===== config.mk =====
export PLATFORM = sky130hd
export DESIGN_NAME = uimc_top
export DESIGN_NICKNAME = d
export VERILOG_FILES = /design/src/uimc_pkg.sv /design/src/uimc_irq_if.sv /design/src/uimc_prio.sv /design/src/uimc_mstat.sv /design/src/uimc_top.sv
export SDC_FILE = /design/constraint.sdc
export NUM_CORES = 1
export LEC_CHECK = 0
export BUFFER_PORTS_ARGS = -buffer_cell sky130_fd_sc_hd__buf_4
export CAP_MARGIN = 10
export CORE_MARGIN = 4
export CORE_UTILIZATION = 30
export CTS_CLUSTER_DIAMETER = 200
export DETAILED_ROUTE_END_ITERATION = 10
export HOLD_SLACK_MARGIN = 0.05
export PLACE_DENSITY = 0.54
export SYNTH_ARGS = -nofsm -noshare
export SYNTH_HDL_FRONTEND = slang
export SYNTH_SLANG_ARGS = --single-unit

===== constraint.sdc =====
create_clock -name core_clk_i -period 5.2 [get_ports core_clk_i]
set_input_delay 0.78 -clock core_clk_i [delete_from_list [all_inputs] [get_ports core_clk_i]]
set_output_delay 0.78 -clock core_clk_i [all_outputs]
set_load 0.05 [all_outputs]

===== src/uimc_pkg.sv =====
// uimc_pkg: register offsets, field positions and reset values of the
// interrupt / modem-control block.
// assumes a 3-bit host address and 8-bit host data.
package uimc_pkg;

  localparam int unsigned ADDR_W = 3;
  localparam int unsigned DATA_W = 8;

  ////////////////////////////////////////////////////////////////////////////
  // register offsets (rx buffer read / tx holding write share one)
  localparam logic [2:0] OFS_RXBUF   = 3'h0;
  localparam logic [2:0] OFS_IEN     = 3'h1;
  localparam logic [2:0] OFS_IDENT   = 3'h2;
  localparam logic [2:0] OFS_MCTL    = 3'h4;
  localparam logic [2:0] OFS_LSTAT   = 3'h5;
  localparam logic [2:0] OFS_MSTAT   = 3'h6;
  localparam logic [2:0] OFS_SCRATCH = 3'h7;

  ////////////////////////////////////////////////////////////////////////////
  // interrupt_enable bits
  localparam int unsigned EN_RDA  = 0;
  localparam int unsigned EN_TX_HOLDING_EMPTY = 1;
  localparam int unsigned EN_LS   = 2;
  localparam int unsigned EN_MS   = 3;
  localparam int unsigned EN_W    = 4;

  // interrupt_ident codes in bits 2:1
  localparam logic [1:0] ID_LS   = 2'h3;
  localparam logic [1:0] ID_RDA  = 2'h2;
  localparam logic [1:0] ID_TX_HOLDING_EMPTY = 2'h1;
  localparam logic [1:0] ID_MS   = 2'h0;
  localparam logic [2:0] IDENT_RST = 3'h1;

  // modem_control bits
  localparam int unsigned MC_DTR  = 0;
  localparam int unsigned MC_RTS  = 1;
  localparam int unsigned MC_OUT1 = 2;
  localparam int unsigned MC_OUT2 = 3;
  localparam int unsigned MC_LOOP = 4;
  localparam int unsigned MC_W    = 5;

  // line_status bits
  localparam int unsigned LS_DR   = 0;
  localparam int unsigned LS_OE   = 1;
  localparam int unsigned LS_PE   = 2;
  localparam int unsigned LS_FE   = 3;
  localparam int unsigned LS_BI   = 4;
  localparam int unsigned LS_TX_HOLDING_EMPTY = 5;
  localparam int unsigned LS_TEMT = 6;

  // reset values
  localparam logic [7:0] REG_RST  = 8'h00;
  localparam logic       TX_HOLDING_EMPTY_RST = 1'b1;

endpackage : uimc_pkg


===== src/uimc_irq_if.sv =====
// uimc_irq_if: carries the raw interrupt sources, enables and freeze
// request from the top to the priority encoder, and the ident back.
// assumes one clock domain.
`timescale 1ns/1ps
interface uimc_irq_if;
  logic [3:0] src;     // {ms, ls, tx_holding_empty, rda} raw pending
  logic [3:0] enable;  // interrupt_enable bits 3:0
  logic       freeze;  // ident read in progress
  logic [2:0] ident;   // {code, no_pending}

  modport ctl  (output src, output enable, output freeze, input ident);
  modport prio (input src, input enable, input freeze, output ident);
endinterface : uimc_irq_if


===== src/uimc_prio.sv =====
// uimc_prio: ranks the enabled interrupt sources and holds the
// interrupt_ident value, frozen while the cpu reads it.
// assumes src bits are the block's sticky pending flags.
`timescale 1ns/1ps
module uimc_prio
  import uimc_pkg::*;
(
  // clock and reset
  input  wire logic core_clk_i,
  input  wire logic rstn_i,
  // sources and ident
  uimc_irq_if.prio  irq
);

  logic [2:0] ident_d;
  logic [2:0] ident_q;
  logic [3:0] act;

  always_comb begin
    act     = irq.src & irq.enable;
    ident_d = ident_q;
    if (!irq.freeze) begin
      if (act[EN_LS])        ident_d = {ID_LS, 1'b0};
      else if (act[EN_RDA])  ident_d = {ID_RDA, 1'b0};
      else if (act[EN_TX_HOLDING_EMPTY]) ident_d = {ID_TX_HOLDING_EMPTY, 1'b0};
      else if (act[EN_MS])   ident_d = {ID_MS, 1'b0};
      else                   ident_d = IDENT_RST;
    end
  end

  always_ff @(posedge core_clk_i or negedge rstn_i) begin
    if (!rstn_i) ident_q <= IDENT_RST;
    else         ident_q <= ident_d;
  end

  assign irq.ident = ident_q;

endmodule : uimc_prio


===== src/uimc_mstat.sv =====
// uimc_mstat: modem_status register: current line states and sticky
// change flags, with the loopback source swap.
// assumes modem pins are synchronous and active low.
`timescale 1ns/1ps
module uimc_mstat
  import uimc_pkg::*;
(
  // clock and reset
  input  wire logic       core_clk_i,
  input  wire logic       rstn_i,
  // control
  input  wire logic       loop_i,
  input  wire logic [3:0] mctl_i,
  input  wire logic       clr_i,
  // pins {dcd, ri, dsr, cts}, active low
  input  wire logic [3:0] pins_n_i,
  // register value
  output logic      [7:0] status_o
);

  logic [3:0] state_d, state_q;
  logic [3:0] delta_d, delta_q;
  logic [3:0] chg;

  always_comb begin
    // loopback: cts<-rts, dsr<-dtr, ri<-out1, dcd<-out2
    if (loop_i) state_d = {mctl_i[MC_OUT2], mctl_i[MC_OUT1],
                           mctl_i[MC_DTR], mctl_i[MC_RTS]};
    else        state_d = ~pins_n_i;
    chg    = state_d ^ state_q;
    chg[2] = state_q[2] & ~state_d[2];
    // a change in the clearing cycle still sets
    delta_d = (clr_i ? 4'h0 : delta_q) | chg;
  end

  always_ff @(posedge core_clk_i or negedge rstn_i) begin
    if (!rstn_i) begin
      state_q <= 4'h0;
      delta_q <= 4'h0;
    end else begin
      state_q <= state_d;
      delta_q <= delta_d;
    end
  end

  assign status_o = {state_q, delta_q};

endmodule : uimc_mstat


===== src/uimc_top.sv =====
// uimc_top: interrupt, modem control, loopback, modem status and
// scratch registers of an asynchronous serial unit.
// assumes host bus and unit strobes synchronous to core_clk_i; the
// baud, framing and line-control logic sit outside.
//
// Function
// - ident bit 0 is 0 when an enabled interrupt pends, else 1.
// - priority: line status, received data, tx holding empty, modem.
// - ident bits 2:1 carry 11, 10, 01, 00 for the winner.
// - line status irq from overrun/parity/framing/break, cleared by read.
// - tx empty irq cleared by ident read when shown or holding write.
// - ident stays frozen during its read, sources keep recording.
// - ident bits 7:3 read zero.
// - enable bits: 0 rx data, 1 tx empty, 2 line, 3 modem.
// - disabled interrupts hidden; status registers still update.
// - any enabled source raises the request; all off disables all.
// - dtr, rts, out1, out2 pins are inverse of control bits 0..3.
// - loop bit: serial out marks, serial in ignored, tx fed to rx.
// - loop: modem inputs from control bits, modem pins forced high.
// - loop: interrupts still work, modem sources are control bits.
// - modem_control bits 7:5 read zero.
// - modem status bits 0,1,3 set on cts, dsr, dcd change.
// - modem status bit 2 set on ring pin low-to-high.
// - reading modem status clears its four change bits.
// - any change bit set raises the modem status interrupt.
// - status bits 7:4 are inverted pins, or control bits in loop.
// - 8-bit scratch register, read/write, no other effect.
// - reading rx buffer clears data ready and its interrupt.
// - line status bits 1..4 are the line status irq sources.
// - tx empty set on holding-to-shift move, cleared on load.
`timescale 1ns/1ps
module uimc_top
  import uimc_pkg::*;
(
  // clock and reset
  input  wire logic                        core_clk_i,
  input  wire logic                        rstn_i,
  // host bus
  input  wire logic [uimc_pkg::ADDR_W-1:0] addr_i,
  input  wire logic                        rd_i,
  input  wire logic                        wr_i,
  input  wire logic [uimc_pkg::DATA_W-1:0] wdata_i,
  output logic      [uimc_pkg::DATA_W-1:0] rdata_o,
  output logic                             interrupt_request_out_o,
  // modem pins, active low
  input  wire logic                        cts_n_i,
  input  wire logic                        dsr_n_i,
  input  wire logic                        ri_n_i,
  input  wire logic                        dcd_n_i,
  output logic                             dtr_n_o,
  output logic                             rts_n_o,
  output logic                             out1_n_o,
  output logic                             out2_n_o,
  // serial pins
  input  wire logic                        serial_in_pin_i,
  output logic                             serial_out_pin_o,
  // rest of the unit
  input  wire logic                        tx_shift_reg_out_i,
  output logic                             rx_shift_in_o,
  input  wire logic                        rx_char_done_i,
  input  wire logic [uimc_pkg::DATA_W-1:0] rx_data_i,
  input  wire logic                        overrun_i,
  input  wire logic                        parity_flag_i,
  input  wire logic                        framing_flag_i,
  input  wire logic                        break_flag_i,
  input  wire logic                        thr_to_tsr_i,
  input  wire logic                        tsr_empty_i,
  output logic                             tx_holding_load_o,
  output logic      [uimc_pkg::DATA_W-1:0] tx_holding_reg_o
);

  ////////////////////////////////////////////////////////////////////////////
  // declarations

  uimc_irq_if irq ();

  logic [EN_W-1:0] ien_d, ien_q;
  logic [MC_W-1:0] mctl_d, mctl_q;
  logic [7:0]      scratch_d, scratch_q;
  logic [3:0]      lerr_d, lerr_q;     // {bi, fe, pe, oe}
  logic            dr_d, dr_q;
  logic            tx_holding_empty_d, tx_holding_empty_q;
  logic            tx_holding_empty_irq_d, tx_holding_empty_irq_q;
  logic            rd_d, rd_q;
  logic [2:0]      raddr_d, raddr_q;
  logic [7:0]      rdata_d, rdata_q;
  logic [7:0]      rxbuf_d, rxbuf_q;
  logic            interrupt_request_out_d, interrupt_request_out_q;
  logic [3:0]      mpin_d, mpin_q;     // {out2, out1, rts, dtr} pins
  logic            serial_out_pin_d, serial_out_pin_q;
  logic            rxin_d, rxin_q;
  logic            load_d, load_q;
  logic [7:0]      thr_d, thr_q;
  logic [7:0]      mstat;
  logic            rd_end;
  logic            wr_ok;
  logic            loop;

  // read side effects land when the access ends
  function automatic logic read_done(input logic [2:0] ofs);
    return rd_end && (raddr_q == ofs);
  endfunction : read_done

  function automatic logic wr_hit(input logic [2:0] ofs);
    return wr_ok && (addr_i == ofs);
  endfunction : wr_hit

  assign rd_end = rd_q & ~rd_i;
  assign wr_ok  = wr_i & ~rd_i;
  assign loop   = mctl_q[MC_LOOP];

  ////////////////////////////////////////////////////////////////////////////
  // elaboration check

  // offsets, read mux and field slices are cut for this bus shape;
  // a wider bus needs the decode and the read mux reworked, so a
  // mismatch stops elaboration rather than truncating quietly
  if (ADDR_W != 3 || DATA_W != 8) begin : g_bus_check
    $error("uimc_top serves only a 3-bit address and 8-bit data bus");
  end

  ////////////////////////////////////////////////////////////////////////////
  // control registers

  always_comb begin
    ien_d     = ien_q;
    mctl_d    = mctl_q;
    scratch_d = scratch_q;
    if (wr_hit(OFS_IEN))     ien_d     = wdata_i[EN_W-1:0];
    if (wr_hit(OFS_MCTL))    mctl_d    = wdata_i[MC_W-1:0];
    if (wr_hit(OFS_SCRATCH)) scratch_d = wdata_i;
  end

  always_ff @(posedge core_clk_i or negedge rstn_i) begin
    if (!rstn_i) begin
      ien_q     <= REG_RST[EN_W-1:0];
      mctl_q    <= REG_RST[MC_W-1:0];
      scratch_q <= REG_RST;
    end else begin
      ien_q     <= ien_d;
      mctl_q    <= mctl_d;
      scratch_q <= scratch_d;
    end
  end

  ////////////////////////////////////////////////////////////////////////////
  // line status and transmit flags; a set always beats a clear

  always_comb begin
    // line status writes are ignored: test-only on real silicon
    lerr_d = read_done(OFS_LSTAT) ? 4'h0 : lerr_q;
    lerr_d = lerr_d | {break_flag_i, framing_flag_i,
                       parity_flag_i, overrun_i};
    dr_d   = read_done(OFS_RXBUF) ? 1'b0 : dr_q;
    dr_d   = dr_d | rx_char_done_i;
    tx_holding_empty_d = wr_hit(OFS_RXBUF) ? 1'b0 : tx_holding_empty_q;
    tx_holding_empty_d = tx_holding_empty_d | thr_to_tsr_i;
    tx_holding_empty_irq_d = tx_holding_empty_irq_q;
    if (wr_hit(OFS_RXBUF))
      tx_holding_empty_irq_d = 1'b0;
    if (read_done(OFS_IDENT) && irq.ident == {ID_TX_HOLDING_EMPTY, 1'b0})
      tx_holding_empty_irq_d = 1'b0;
    // enabling the source while already empty also raises it
    if (thr_to_tsr_i || (wr_hit(OFS_IEN) && wdata_i[EN_TX_HOLDING_EMPTY]
                         && !ien_q[EN_TX_HOLDING_EMPTY] && tx_holding_empty_q))
      tx_holding_empty_irq_d = 1'b1;
  end

  always_ff @(posedge core_clk_i or negedge rstn_i) begin
    if (!rstn_i) begin
      lerr_q     <= 4'h0;
      dr_q       <= 1'b0;
      tx_holding_empty_q     <= TX_HOLDING_EMPTY_RST;
      tx_holding_empty_irq_q <= 1'b0;
    end else begin
      lerr_q     <= lerr_d;
      dr_q       <= dr_d;
      tx_holding_empty_q     <= tx_holding_empty_d;
      tx_holding_empty_irq_q <= tx_holding_empty_irq_d;
    end
  end

  ////////////////////////////////////////////////////////////////////////////
  // modem status and interrupt ranking

  uimc_mstat u_mstat (
    .core_clk_i (core_clk_i),
    .rstn_i     (rstn_i),
    .loop_i     (loop),
    .mctl_i     (mctl_q[3:0]),
    .clr_i      (read_done(OFS_MSTAT)),
    .pins_n_i   ({dcd_n_i, ri_n_i, dsr_n_i, cts_n_i}),
    .status_o   (mstat)
  );

  assign irq.src[EN_LS]   = |lerr_q;
  assign irq.src[EN_RDA]  = dr_q;
  assign irq.src[EN_TX_HOLDING_EMPTY] = tx_holding_empty_irq_q;
  assign irq.src[EN_MS]   = |mstat[3:0];
  assign irq.enable       = ien_q;
  assign irq.freeze       = rd_i && (addr_i == OFS_IDENT);

  uimc_prio u_prio (
    .core_clk_i (core_clk_i),
    .rstn_i     (rstn_i),
    .irq        (irq)
  );

  ////////////////////////////////////////////////////////////////////////////
  // access tracking; the address of the last read cycle is kept so that
  // its clear lands on the edge after the access, never in the middle

  always_comb begin
    rd_d    = rd_i;
    raddr_d = rd_i ? addr_i : raddr_q;
    rxbuf_d = rx_char_done_i ? rx_data_i : rxbuf_q;
  end

  ////////////////////////////////////////////////////////////////////////////
  // host read path; read data is registered, offset 3 is unmapped and
  // reads zero, and a held read refreshes all but the frozen ident

  always_comb begin
    rdata_d = rdata_q;
    if (rd_i) begin
      unique case (addr_i)
        OFS_RXBUF:   rdata_d = rxbuf_q;
        OFS_IEN:     rdata_d = {4'h0, ien_q};
        OFS_IDENT:   rdata_d = {5'h00, irq.ident};
        OFS_MCTL:    rdata_d = {3'h0, mctl_q};
        OFS_LSTAT:   rdata_d = {1'b0, tx_holding_empty_q & tsr_empty_i,
                                tx_holding_empty_q, lerr_q, dr_q};
        OFS_MSTAT:   rdata_d = mstat;
        OFS_SCRATCH: rdata_d = scratch_q;
        default:     rdata_d = REG_RST;
      endcase
    end
  end

  always_ff @(posedge core_clk_i or negedge rstn_i) begin
    if (!rstn_i) begin
      rd_q    <= 1'b0;
      raddr_q <= 3'h0;
      rdata_q <= REG_RST;
      rxbuf_q <= REG_RST;
    end else begin
      rd_q    <= rd_d;
      raddr_q <= raddr_d;
      rdata_q <= rdata_d;
      rxbuf_q <= rxbuf_d;
    end
  end

  ////////////////////////////////////////////////////////////////////////////
  // pins, loopback and request output

  always_comb begin
    // pins idle high in loopback; the flags go to modem status
    mpin_d = loop ? 4'hf : ~mctl_q[3:0];
    serial_out_pin_d = loop ? 1'b1 : tx_shift_reg_out_i;
    rxin_d = loop ? tx_shift_reg_out_i : serial_in_pin_i;
    // raw flags, not the frozen ident, feed the request, so a long
    // ident read never hides a new one
    interrupt_request_out_d = |(irq.src & ien_q);
    load_d = wr_hit(OFS_RXBUF);
    thr_d  = wr_hit(OFS_RXBUF) ? wdata_i : thr_q;
  end

  always_ff @(posedge core_clk_i or negedge rstn_i) begin
    if (!rstn_i) begin
      mpin_q <= 4'hf;
      serial_out_pin_q <= 1'b1;
      rxin_q <= 1'b1;
      interrupt_request_out_q <= 1'b0;
      load_q <= 1'b0;
      thr_q  <= REG_RST;
    end else begin
      mpin_q <= mpin_d;
      serial_out_pin_q <= serial_out_pin_d;
      rxin_q <= rxin_d;
      interrupt_request_out_q <= interrupt_request_out_d;
      load_q <= load_d;
      thr_q  <= thr_d;
    end
  end

  assign dtr_n_o                 = mpin_q[MC_DTR];
  assign rts_n_o                 = mpin_q[MC_RTS];
  assign out1_n_o                = mpin_q[MC_OUT1];
  assign out2_n_o                = mpin_q[MC_OUT2];
  assign serial_out_pin_o        = serial_out_pin_q;
  assign rx_shift_in_o           = rxin_q;
  assign interrupt_request_out_o = interrupt_request_out_q;
  assign tx_holding_load_o       = load_q;
  assign tx_holding_reg_o        = thr_q;
  assign rdata_o                 = rdata_q;

endmodule : uimc_top


==> impl_results.md <==
- Final slew viol count: 0
- Initial Util: 0.310
- TritonCTS Buffers: 9
- Clock sinks: 71
- DP Area: 0.00361 sq mm
- Vias in the first global route: 2197
- Worst slew pin tran: 0.902 ns
- Die outline area: 0.0118 sq mm
- Core area: 0.00982 sq mm
- Max Cap Viol: 0
- Drt drc: 0
- Area delta synth->final: 25.5%
- Worst-path fanout max: 14
- CTS tree: built
- Via count: 2109
- Detailed-router iteration count before antenna repair: 4
- WS Path Type: in -> reg
- Final wirelength: 7450 um
- Die Span X: 109 um
- WL/cell: 16.9 um
- Share of cells above drive strength 1: 0.403
- Port bufs: 59
- GR Overflow Total: 0
- Fin Hold WS: 0.482 ns
- Worst Hold Class: reg -> reg
- Synth Instances: 243
- Setup total negative slack: 0 ns
- Post-synth top area share: 0.518
- Power Total: 1.57 mW
- Final GP Congestion: 0.859
- Critical Path RT: 5.43 ns
- Max Used Layer: met4
- # IOs: 60
- Static Leakage: 1.68 nW
- Worst Skew: 0.0116 ns
- Endpoint class of the critical path: flop
- Syn Nets: 279
- Rows: 36
- Largest net degree at the start of global routing: 72
- Max Clock Freq: 466 MHz
- Post-Place Cells: 425
- Sequential fraction of the synthesis area: 0.587
- Avg Vias per Cell: 4.78
- Post-synth EDFFs: 0
- Commonest non-fill, non-tap cells in the layout: dfrtp_1 (63), buf_4 (59), mux2_2 (39)
- Max rail drop VDD: 0.000182 V
- Post-route cell area: 0.00382 sq mm
- Final WS setup: 3.05 ns
- Commonest non-fill, non-tap cell in the layout: dfrtp_1
- Worst EP arrival: 2.38 ns
- DP Wirelength: 5360 um
- Post-CTS setup buffers: 0
- Syn_area_per_cell: 12.5 sq um
- Final Cycle Share: 0.413
- Initial antenna violation count: 0
- Post-CTS Resized: 0
- Final setup vio count: 0
- Yosys reg bits: 71
- Worst slack, placed: 2.72 ns
- Bufs on Longest Clock Path: 2
- Layout Cells excl Fill: 441
- Post-route ant nets: 0
- Crit path time final: 2.15 ns
- Clk slew on worst S/H paths: 0.08 ns
- Prevailing post-synth register cell: dfrtp_1
- Htree depth: 3
- Ant. Diodes: 0
- Mapped Area: 0.00305 sq mm
- Overall Global Routing Usage: 0.134
- Final Hold Fails: 0
- Clk_lat worst skew: 0.34 ns
- Area leader, netlist: dfrtp_1
- Status: finished, final reports clean
- Met2 Wirelength: 3600 um
- Nets@finish: 339
- First-pass GRT wire length: 11900 um
- Met3 WL post-DR: 387 um
- Clk root buf: clkbuf_8
- CP startpoint kind: input pin
- Synth top area cells: dfrtp_1 (52%), mux2_2 (14%), dfstp_2 (6.9%), mux2i_1 (3.3%), nand2_1 (2.6%)
- PD cells: 410 mW/mm^2
- Synth Warn #: 0
- Yosys cell types: 42
- Wire length on met1: 3380 um
- Slew HR: 0.399
- Post-synth ARST share: 1.00
- Iter 0 DRT Violations: 75
- # hold bufs at CTS: 0
- Die Y: 109 um
- Final core utilization: 0.389
- RSZ-0062 raised after global routing: false
- Reg2Reg Setup Slack: 3.32 ns
path summary, 6_finish.rpt:
kind,from,to,cells after the start
setup / recovery,addr_i[1],u_prio.irq.ident[2],4
hold / removal,mctl_q[0],mpin_q[0],1
setup reg to reg,raddr_q[2],tx_holding_empty_irq_q,3
hold reg to reg,mctl_q[0],mpin_q[0],1
max in group asynchronous,rstn_i,u_mstat.delta_q[1],1
min in group asynchronous,rstn_i,lerr_q[1],1
flip-flops by register name (all words and copies together), names as in the netlist, 3 cells and up:
signal / cells
scratch_q: 8
u_prio.irq.ident: 3
ien_q: 4
rxbuf_q: 8
mpin_q: 4
raddr_q: 3
u_mstat.delta_q: 4
lerr_q: 4
u_mstat.state_q: 4
rdata_o: 8
mctl_q: 5
tx_holding_reg_o: 8
power breakdown:
group	leakage [nW]	internal, mW	switching [mW]	total [mW]
registers	0.813	0.653	0.0707	0.723
logic	0.764	0.158	0.229	0.387
clock network	0.105	0.247	0.210	0.457
total	1.68	1.06	0.510	1.57
cell type report:
type / count / area (sq um)
tap: 133 / 166
timing repair buffer: 59 / 443
inverter: 10 / 37.5
clock buffer: 11 / 151
multi-input combinational: 152 / 1180
fill: 1006 / 6000
clock inverter: 5 / 56.3
sequential: 71 / 1790
cell usage after synthesis, types with 2 or more instances:
cell type / n
buf_2: 3
nand2b_1: 7
dfstp_2: 8
a22oi_1: 3
or4_1: 2
xnor2_1: 3
nor2_1: 10
a21oi_1: 6
nor3_1: 2
inv_1: 9
o21ai_0: 7
o22ai_1: 3
mux2_2: 39
mux2i_1: 10
a211oi_1: 2
nand3_1: 3
nand3b_1: 3
dfrtp_1: 63
o2bb2ai_1: 2
buf_1: 2
a22o_1: 4
clkbuf_1: 5
a32o_1: 3
nand2_1: 21
a21o_1: 6
per-layer routing:
layer,global-route usage,up-vias
met5,0,-
met4,0.0433,0
met3,0.0332,9
met2,0.214,56
met1,0.180,1051
li1,-,993
kinds of logic (layout without fill, tap and decap cells):
logic type             Yosys count  after routing  synth area share
multiplexers                    50             50             0.184
AO/OA/AOI/OAI                   43             43             0.101
XOR/XNOR                         3              3           0.00863
buffers and inverters           20             85            0.0259
AND/OR/NAND/NOR                 56             56            0.0929
flip-flops                      71             71             0.587
critical path: stages:
cell and delay, ns:
buf_4 0.18, clkinv_1 0.27, nor4b_1 0.74, mux2_2 0.40
Note: power is estimated with default switching activity, not from simulation.
